**src/rcip_pkg.sv**
```systemverilog
// shared constants, register map and carrier types for the relay channel block
package rcip_pkg;
  localparam int unsigned NUM_CH          = 16;
  localparam int unsigned CLK_HZ          = 40000000;
  localparam int unsigned PWM_UNIT_MS     = 2;
  localparam int unsigned SAMPLE_MS       = 10;
  localparam int unsigned DEBOUNCE_MS     = 10;
  localparam int unsigned PWM_UNIT_CYC    = CLK_HZ / 1000 * PWM_UNIT_MS;
  localparam int unsigned SAMPLE_CYC      = CLK_HZ / 1000 * SAMPLE_MS;
  localparam int unsigned DEB_SAMPLES     = DEBOUNCE_MS / SAMPLE_MS;
  localparam int unsigned PRESC_W         = 20;

  // register byte offsets on the bus
  localparam logic [7:0] OFS_DRIVE        = 8'h00;
  localparam logic [7:0] OFS_PHYS         = 8'h04;
  localparam logic [7:0] OFS_MODE         = 8'h08;
  localparam logic [7:0] OFS_PWM_SEL      = 8'h0c;
  localparam logic [7:0] OFS_PWM_TIME     = 8'h10;

  localparam logic [15:0] DRIVE_RST       = 16'h0000;
  localparam logic [15:0] MODE_RST        = 16'h0000;
  localparam logic [7:0]  ON_RST          = 8'h00;
  localparam logic [7:0]  OFF_RST         = 8'h01;
  localparam logic [7:0]  OFF_MIN         = 8'h01;
  localparam int unsigned ON_LSB          = 0;
  localparam int unsigned OFF_LSB         = 8;
  localparam int unsigned CH_IDX_W        = 4;

  localparam logic [1:0] HTRANS_NONSEQ    = 2'b10;
  localparam logic [1:0] HTRANS_SEQ       = 2'b11;

  typedef struct packed {
    logic [7:0] off_time;
    logic [7:0] on_time;
  } rcip_pwm_cfg_t;

  typedef struct packed {
    logic        sel;
    logic        write;
    logic [7:0]  addr;
  } rcip_bus_req_t;

  typedef enum logic [1:0] {
    PWM_IDLE = 2'b00,
    PWM_ON   = 2'b01,
    PWM_OFF  = 2'b10
  } rcip_pwm_state_t;
endpackage

```
**src/rcip_top.sv**
```systemverilog
// sixteen-channel relay i/o block with standard and pwm drive, ahb-lite slave
//
// Notes on behaviour
// - sixteen channels, each with driver and monitor
// - drivers are active low, open collector
// - indicator lit whenever physical state active
// - drive state read back; debounced state readable
// - pwm waveform runs with no client traffic
// - standard or pwm mode, independent per channel
// - standard driver holds last programmed state
// - pwm alternates active and inactive as configured
// - sample every 10 ms, 10 ms debounce
// - physical-state reads return only the debounced image; drive, mode and pwm reads return those registers
// - modes are a 16-bit word, one=pwm
// - reset gives standard mode, drivers inactive
// - into pwm clears ratio; into standard clears driver
// - on/off bytes in 2 ms; off zero becomes one
//
// The address map and the AHB-Lite slave port were chosen for this implementation.
`timescale 1ns/100ps
module rcip_top
  import rcip_pkg::*;
#(
  parameter int unsigned NCH        = NUM_CH,
  parameter int unsigned UNIT_CYC   = PWM_UNIT_CYC,
  parameter int unsigned SAMPLE_CYC_P = SAMPLE_CYC
) (
  // clock and reset
  input  wire logic            clk,
  input  wire logic            rst,
  // ahb-lite slave
  input  wire logic            hsel,
  input  wire logic [31:0]     haddr,
  input  wire logic [1:0]      htrans,
  input  wire logic            hwrite,
  input  wire logic [2:0]      hsize,
  input  wire logic            hready,
  input  wire logic [31:0]     hwdata,
  output logic [31:0]          hrdata,
  output logic                 hreadyout,
  output logic                 hresp,
  // relay channels
  input  wire logic [NCH-1:0]  chan_monitor,
  output logic [NCH-1:0]       drive_out_n,
  output logic [NCH-1:0]       drive_oe_n,
  output logic [NCH-1:0]       indicator
);

  ////////////////////////////////////////////////////////////////////////////
  // state

  logic [NCH-1:0]        drive_reg;
  logic [NCH-1:0]        mode_reg;
  logic [CH_IDX_W-1:0]   pwm_sel_reg;
  rcip_pwm_cfg_t         cfg_reg [NCH];
  rcip_bus_req_t         req_reg;
  logic [NCH-1:0]        mon_meta_reg;
  logic [NCH-1:0]        mon_sync_reg;
  logic [NCH-1:0]        sample_reg;
  logic [NCH-1:0]        debounced_reg;
  logic [3:0]            agree_cnt_reg [NCH];
  logic [NCH-1:0]        pwm_wave;
  logic [NCH-1:0]        drive_eff;
  logic                  unit_tick;
  logic                  sample_tick;

  ////////////////////////////////////////////////////////////////////////////
  // helpers

  function automatic logic [7:0] off_clamp(input logic [7:0] v);
    return (v == 8'h00) ? OFF_MIN : v;
  endfunction

  function automatic logic [31:0] zext16(input logic [NCH-1:0] v);
    logic [31:0] r;
    r = '0;
    r[NCH-1:0] = v;
    return r;
  endfunction

  ////////////////////////////////////////////////////////////////////////////
  // tick prescaler

  rcip_tick_gen #(
    .UNIT_CYC     (UNIT_CYC),
    .SAMPLE_CYC_P (SAMPLE_CYC_P)
  ) u_ticks (
    .clk         (clk),
    .rst         (rst),
    .unit_tick   (unit_tick),
    .sample_tick (sample_tick)
  );

  ////////////////////////////////////////////////////////////////////////////
  // bus address phase capture

  logic addr_ok;
  logic wr_phase;
  assign addr_ok  = hsel && hready &&
                    (htrans == HTRANS_NONSEQ || htrans == HTRANS_SEQ);
  assign wr_phase = req_reg.sel && req_reg.write;

  always_ff @(posedge clk) begin
    if (rst) begin
      req_reg <= '0;
    end else if (hready) begin
      req_reg.sel   <= addr_ok;
      req_reg.write <= hwrite;
      req_reg.addr  <= haddr[7:0];
    end
  end

  // zero wait states; every response is okay
  always_ff @(posedge clk) begin
    if (rst) begin
      hreadyout <= 1'b1;
      hresp     <= 1'b0;
    end else begin
      hreadyout <= 1'b1;
      hresp     <= 1'b0;
    end
  end

  ////////////////////////////////////////////////////////////////////////////
  // mode register and standard drive state

  logic [NCH-1:0] mode_wdata;
  logic           mode_wr;
  logic           drive_wr;
  assign mode_wr    = wr_phase && (req_reg.addr == OFS_MODE);
  assign drive_wr   = wr_phase && (req_reg.addr == OFS_DRIVE);
  assign mode_wdata = hwdata[NCH-1:0];

  always_ff @(posedge clk) begin
    if (rst) begin
      mode_reg <= MODE_RST;
    end else if (mode_wr) begin
      mode_reg <= mode_wdata;
    end
  end

  // pwm channels ignore drive writes; a channel entering standard mode is
  // forced inactive so it cannot jump on before being commanded
  always_ff @(posedge clk) begin
    if (rst) begin
      drive_reg <= DRIVE_RST;
    end else begin
      for (int i = 0; i < NCH; i++) begin
        if (mode_wr && !mode_wdata[i] && mode_reg[i]) begin
          drive_reg[i] <= 1'b0;
        end else if (drive_wr && !mode_reg[i]) begin
          drive_reg[i] <= hwdata[i];
        end
      end
    end
  end

  ////////////////////////////////////////////////////////////////////////////
  // pwm timing configuration

  always_ff @(posedge clk) begin
    if (rst) begin
      pwm_sel_reg <= '0;
    end else if (wr_phase && req_reg.addr == OFS_PWM_SEL) begin
      pwm_sel_reg <= hwdata[CH_IDX_W-1:0];
    end
  end

  // times are only accepted for a channel already in pwm mode
  always_ff @(posedge clk) begin
    if (rst) begin
      for (int i = 0; i < NCH; i++) begin
        cfg_reg[i] <= '{off_time: OFF_RST, on_time: ON_RST};
      end
    end else begin
      for (int i = 0; i < NCH; i++) begin
        if (mode_wr && mode_wdata[i] && !mode_reg[i]) begin
          cfg_reg[i] <= '{off_time: OFF_RST, on_time: ON_RST};
        end else if (wr_phase && req_reg.addr == OFS_PWM_TIME &&
                     pwm_sel_reg == CH_IDX_W'(i) && mode_reg[i]) begin
          cfg_reg[i].on_time  <= hwdata[ON_LSB +: 8];
          cfg_reg[i].off_time <= off_clamp(hwdata[OFF_LSB +: 8]);
        end
      end
    end
  end

  ////////////////////////////////////////////////////////////////////////////
  // per-channel waveform generators

  for (genvar g = 0; g < NCH; g++) begin : g_pwm
    rcip_pwm_chan u_pwm (
      .clk       (clk),
      .rst       (rst),
      .enable    (mode_reg[g]),
      .unit_tick (unit_tick),
      .cfg       (cfg_reg[g]),
      .wave      (pwm_wave[g])
    );
  end

  assign drive_eff = (mode_reg & pwm_wave) | (~mode_reg & drive_reg);

  // all channels update on the same edge; released pin reads high
  always_ff @(posedge clk) begin
    if (rst) begin
      drive_out_n <= '0;
      drive_oe_n  <= '1;
    end else begin
      drive_out_n <= '0;
      drive_oe_n  <= ~drive_eff;
    end
  end

  ////////////////////////////////////////////////////////////////////////////
  // monitor sampling and debounce

  // monitor pin is high when the channel is active
  always_ff @(posedge clk) begin
    if (rst) begin
      mon_meta_reg <= '0;
      mon_sync_reg <= '0;
    end else begin
      mon_meta_reg <= chan_monitor;
      mon_sync_reg <= mon_meta_reg;
    end
  end

  // indicator follows the physical state, whoever makes it active
  always_ff @(posedge clk) begin
    if (rst) begin
      indicator <= '0;
    end else begin
      indicator <= mon_sync_reg;
    end
  end

  // a new level must hold for the debounce span of samples before it is
  // taken, which trades response time for immunity to contact bounce
  always_ff @(posedge clk) begin
    if (rst) begin
      sample_reg    <= '0;
      debounced_reg <= '0;
      for (int i = 0; i < NCH; i++) begin
        agree_cnt_reg[i] <= '0;
      end
    end else if (sample_tick) begin
      sample_reg <= mon_sync_reg;
      for (int i = 0; i < NCH; i++) begin
        if (mon_sync_reg[i] == debounced_reg[i] ||
            mon_sync_reg[i] != sample_reg[i]) begin
          agree_cnt_reg[i] <= '0;
        end else if (agree_cnt_reg[i] >= 4'(DEB_SAMPLES - 1)) begin
          debounced_reg[i] <= mon_sync_reg[i];
          agree_cnt_reg[i] <= '0;
        end else begin
          agree_cnt_reg[i] <= agree_cnt_reg[i] + 1'b1;
        end
      end
    end
  end

  ////////////////////////////////////////////////////////////////////////////
  // read data

  always_ff @(posedge clk) begin
    if (rst) begin
      hrdata <= '0;
    end else if (addr_ok && !hwrite) begin
      if (haddr[7:0] == OFS_DRIVE) begin
        hrdata <= zext16(drive_reg);
      end else if (haddr[7:0] == OFS_PHYS) begin
        hrdata <= zext16(debounced_reg);
      end else if (haddr[7:0] == OFS_MODE) begin
        hrdata <= zext16(mode_reg);
      end else if (haddr[7:0] == OFS_PWM_SEL) begin
        hrdata <= {28'h0000000, pwm_sel_reg};
      end else if (haddr[7:0] == OFS_PWM_TIME) begin
        hrdata <= {16'h0000, cfg_reg[pwm_sel_reg].off_time,
                   cfg_reg[pwm_sel_reg].on_time};
      end else begin
        hrdata <= '0;
      end
    end else begin
      hrdata <= '0;
    end
  end

  // input-relay channels depend on the client leaving drive_reg low
endmodule // rcip_top

```
**src/rcip_tick_gen.sv**
```systemverilog
// prescaler that turns the system clock into the shared time-unit and sample ticks
`timescale 1ns/100ps
module rcip_tick_gen
  import rcip_pkg::*;
#(
  parameter int unsigned UNIT_CYC   = PWM_UNIT_CYC,
  parameter int unsigned SAMPLE_CYC_P = SAMPLE_CYC
) (
  // clock and reset
  input  wire logic clk,
  input  wire logic rst,
  // ticks, one cycle wide
  output logic      unit_tick,
  output logic      sample_tick
);
  logic [PRESC_W-1:0] unit_cnt_reg;
  logic [PRESC_W-1:0] samp_cnt_reg;

  // both counters free-run so every channel shares the same tick edges
  always_ff @(posedge clk) begin
    if (rst) begin
      unit_cnt_reg <= '0;
      unit_tick    <= 1'b0;
    end else if (unit_cnt_reg == PRESC_W'(UNIT_CYC - 1)) begin
      unit_cnt_reg <= '0;
      unit_tick    <= 1'b1;
    end else begin
      unit_cnt_reg <= unit_cnt_reg + 1'b1;
      unit_tick    <= 1'b0;
    end
  end

  always_ff @(posedge clk) begin
    if (rst) begin
      samp_cnt_reg <= '0;
      sample_tick  <= 1'b0;
    end else if (samp_cnt_reg == PRESC_W'(SAMPLE_CYC_P - 1)) begin
      samp_cnt_reg <= '0;
      sample_tick  <= 1'b1;
    end else begin
      samp_cnt_reg <= samp_cnt_reg + 1'b1;
      sample_tick  <= 1'b0;
    end
  end
endmodule // rcip_tick_gen

```
**src/rcip_pwm_chan.sv**
```systemverilog
// one channel's autonomous on/off waveform generator
`timescale 1ns/100ps
module rcip_pwm_chan
  import rcip_pkg::*;
(
  // clock and reset
  input  wire logic          clk,
  input  wire logic          rst,
  // control
  input  wire logic          enable,
  input  wire logic          unit_tick,
  input  wire rcip_pwm_cfg_t cfg,
  // waveform, high while active
  output logic               wave
);
  rcip_pwm_state_t state_reg;
  logic [7:0]      cnt_reg;
  logic [7:0]      off_reg;

  // new times are latched only at a phase boundary, so the running phase
  // finishes with its old length
  always_ff @(posedge clk) begin
    if (rst || !enable) begin
      state_reg <= PWM_IDLE;
      cnt_reg   <= 8'h00;
      off_reg   <= OFF_RST;
      wave      <= 1'b0;
    end else if (unit_tick) begin
      case (state_reg)
        PWM_IDLE, PWM_OFF: begin
          if (state_reg == PWM_OFF && cnt_reg != 8'h01) begin
            cnt_reg <= cnt_reg - 1'b1;
          end else if (cfg.on_time != 8'h00) begin
            state_reg <= PWM_ON;
            cnt_reg   <= cfg.on_time;
            off_reg   <= cfg.off_time;
            wave      <= 1'b1;
          end else begin
            state_reg <= PWM_OFF;
            cnt_reg   <= cfg.off_time;
            off_reg   <= cfg.off_time;
            wave      <= 1'b0;
          end
        end
        PWM_ON: begin
          if (cnt_reg != 8'h01) begin
            cnt_reg <= cnt_reg - 1'b1;
          end else begin
            state_reg <= PWM_OFF;
            cnt_reg   <= off_reg;
            wave      <= 1'b0;
          end
        end
        default: begin
          state_reg <= PWM_IDLE;
          wave      <= 1'b0;
        end
      endcase
    end
  end
endmodule // rcip_pwm_chan

```
**config.mk**
```make
export PLATFORM = sky130hd
export DESIGN_NAME = rcip_top
export DESIGN_NICKNAME = d
export VERILOG_FILES = /design/src/rcip_pkg.sv /design/src/rcip_top.sv /design/src/rcip_tick_gen.sv /design/src/rcip_pwm_chan.sv
export SDC_FILE = /design/constraint.sdc
export NUM_CORES = 2
export LEC_CHECK = 0
export BUFFER_PORTS_ARGS = -buffer_cell sky130_fd_sc_hd__buf_2
export CORE_MARGIN = 5
export CORE_UTILIZATION = 40
export DETAILED_ROUTE_END_ITERATION = 8
export GPL_ROUTABILITY_DRIVEN = 1
export MAX_ROUTING_LAYER = met4
export SYNTH_ARGS = -nofsm -noshare
export SYNTH_HDL_FRONTEND = slang
export SYNTH_SLANG_ARGS = --single-unit
```
**constraint.sdc**
```tcl
create_clock -name clk -period 2.6 [get_ports clk]
set_input_delay 0.52 -clock clk [delete_from_list [all_inputs] [get_ports clk]]
set_output_delay 0.52 -clock clk [all_outputs]
set_load 0.02 [all_outputs]
```
==> flow_summary.toml <==
[run_status]
outcome = "finished, final reports clean"

[clocking]
cts_root_buf = "clkbuf_16"
cts.sinks = 749
clk_pin_slew_ns = 0.06
clock_latency_ns = 0.66
cts_buffers = 83
clockBufferDepth = 3
h-tree-depth = 3
post_cts_buffers = 0
cts_tree = "yes"

[setup_path]
setup.worst_path.end_class = "register"
crit_chain = "ha_1, or4b_2, o21ai_1, or4b_2, a21oi_1"
critPathMostFrequentCell = "or4b_2"
regToRegEndpoint = "g_pwm[5].u_pwm.wave"
r2r_start = "g_pwm[5].u_pwm.cnt_reg[0]"
crit_type = "register to register"
cp_slowest_cell = "or4b_2"
cp.arrival_ns = 3.11
crit_fanout = 6
rr_worst_depth = 5
start_kind = "register"
critPathMaxStageDelay_ns = 0.66
timing.reg2reg.setup_slack_ns = 0.08
required_ns = 3.19

[sta]
drv_slew = 0
setup_viol = 0
maxSlewHeadroom_pct = 21.1
rsz0062_at_grt = "false"
finalCritPeriodShare_pct = 96.7
hold_viol = 0
fin_worst_skew_ns = 0.0281
fin_crit_ns = 2.52
worstMarginPinSlew_ns = 1.18
max_freq_mhz = 398

[routing]
drt_iter0_drc = 4193
ant_nets = 0
drc = 0
viasPerCell = 6.03
dr.pass1.iters = 5
wl_per_cell_um = 22.7
finalWirelength_um = 130000
vias = 34515

[flow_run]
max_cap_violations = 0

[layout]
drive_gt1_share_pct = 15.2
area_delta_synth_final_pct = 15.1
most-common-layout-cells = "489 x dfxtp_1, 373 x nor2_1, 345 x a21oi_1, 261 x nand2_1, 256 x edfxtp_1"
layout_commonest_cell = "dfxtp_1"
largest_register_ffs = 256
nNetsFinal = 4492
fin_util_pct = 46.4

[floorplan]
die_h_um = 322
rows = 114
core_area_um2 = 96700
dieArea_um2 = 104000
io_pins = 172
die_width_um = 322
start_util_pct = 40.3

[synth]
yosys_warnings = 0
yosysSeqAreaShare_pct = 45.0
synth_area_um2 = 39000
async_reset_ff_share_pct = 0
syn_avg_cell_area_um2 = 9.25
netlist_instances = 4215
ys_ff_latch = 749
synth_cell_types = 96
ys.flop_type = "dfxtp_1"
synth_edf_count = 256

[grt]
grt_pass1_wl_um = 197000
grt_start_max_net_pins = 75
grt_usage_pct = 24.9
grt_overflow = 0
antenna_found_initial = 15
grt_pass1_vias = 31940

[placed_design]
finalWeightedCongestion = 1.02
place.port_buffers = 93
hpwl_um = 94000

[power]
total_power_mw = 25.3
vdd_drop_max_mv = 0.492
power_per_cell_area_nw_per_um2 = 564
cellLeakagePower_nw = 16.2

[worst_hold_path]
hold_path.startpoint = "chan_monitor[7]"
holdPathEnd = "mon_meta_reg[7]"
hold_class = "primary input to register"
holdPathStages = 2
==> worst max-delay path: cells and delay by family, from the launching register on <==
family | cells | cell delay, ns
flops | 1 | 0.40
compound gates | 2 | 0.55
simple gates | 2 | 1.28
fa+ha+maj | 1 | 0.24
==> where the power goes <==
part           total, mW  switching [mW]  internal [mW]
Clock               12.0            5.00           6.97
Sequential          12.5           0.216           12.3
Combinational      0.877           0.600          0.277
Total               25.3            5.81           19.5
==> per-stage QoR <==
step	hold WS, ns	setup WS [ns]	cells	area [um2]	setup TNS, ns
4_1_cts	0.0484	0.00432	5712	44800	0
3_3_place_gp	0.416	-0.252	5559	42100	-0.252
3_5_place_dp	0.422	-0.293	5559	42100	-0.293
2_1_floorplan	0.414	0.00131	4247	39100	0
6_report	0.0731	0.0848	5725	44900	0
5_1_grt	0.0665	0.00000311	5725	44900	0
==> worst max path at each step <==
stage                                          from             endpoint  depth (start not counted)
after floorplan                                 rst       cfg_reg[12][0]                          6
after global placement                     haddr[2]            hrdata[6]                          8
after detailed placement                   haddr[0]            hrdata[6]                          8
after CTS                                  register            hrdata[6]                          6
after global routing      g_pwm[5].u_pwm.cnt_reg[0]  g_pwm[5].u_pwm.wave                          5
final                     g_pwm[5].u_pwm.cnt_reg[0]  g_pwm[5].u_pwm.wave                          5
==> cell families (layout without fill, tap and decap cells) <==
group,count (synthesis),after routing,share of synthesized area (%)
AND/OR/NAND/NOR,1555,1555,21.0
buffers and inverters,435,624,4.59
other,2,47,0.0193
flip-flops,749,749,45.0
adder cells (fa/ha/maj),34,34,1.09
XOR/XNOR,76,76,1.71
multiplexers,224,224,7.11
AO/OA/AOI/OAI,1140,1140,19.5
==> cells in the mapped netlist (17+ instances only) <==
cell type / count / share of area, %
a31oi_1: 71 / 1.1
nor2_1: 374 / 3.6
nand3_1: 117 / 1.5
nor3_1: 163 / 2.1
o211ai_1: 41 / 0.79
o31ai_1: 24 / 0.46
ha_1: 34 / 1.1
buf_4: 36 / 0.69
o21ai_0: 220 / 2.8
o221a_2: 49 / 1.4
and2_1: 166 / 2.7
clkbuf_1: 251 / 2.4
dfxtp_1: 493 / 25
a21o_1: 37 / 0.71
nor2b_1: 102 / 1.6
nor4b_1: 33 / 0.74
nand2b_1: 29 / 0.47
a21oi_1: 345 / 4.4
a311o_1: 20 / 0.51
mux4_2: 40 / 2.3
and3_1: 24 / 0.38
or4_1: 32 / 0.62
mux2i_1: 160 / 4.1
a211o_1: 19 / 0.43
nand2_1: 262 / 2.5
xor2_1: 45 / 1.0
xnor2_1: 31 / 0.70
buf_2: 17 / 0.22
a211oi_1: 62 / 1.2
or2_2: 18 / 0.29
mux2_2: 24 / 0.69
a221oi_1: 42 / 0.94
edfxtp_1: 256 / 20
inv_1: 113 / 1.1
nor4_1: 121 / 1.9
a2111oi_0: 33 / 0.74
==> timing repair <==
item	4_1_cts	5_1_grt
endpoints found under the setup margin	1	157
hold buffers	0	0
pin swaps	0	0
gates cloned	0	0
resized for setup	1	9
==> final cells by class <==
type	count	area [um2]
flip-flops and latches	749	17600
well taps	1276	1600
clock buffers	115	2400
multi-input cells	3063	19800
repair buffers	355	2680
inverters	116	437
diodes	13	32.5
fillers	9268	51800
clock inverters	38	349
==> routing by layer <==
layer	global-route usage, %	part of all wire, %
met1	34.2	43
met2	36.6	44
met3	4.61	8.9
met4	9.44	3.8
met5	-	0
Power figures use the tool's default switching activity.
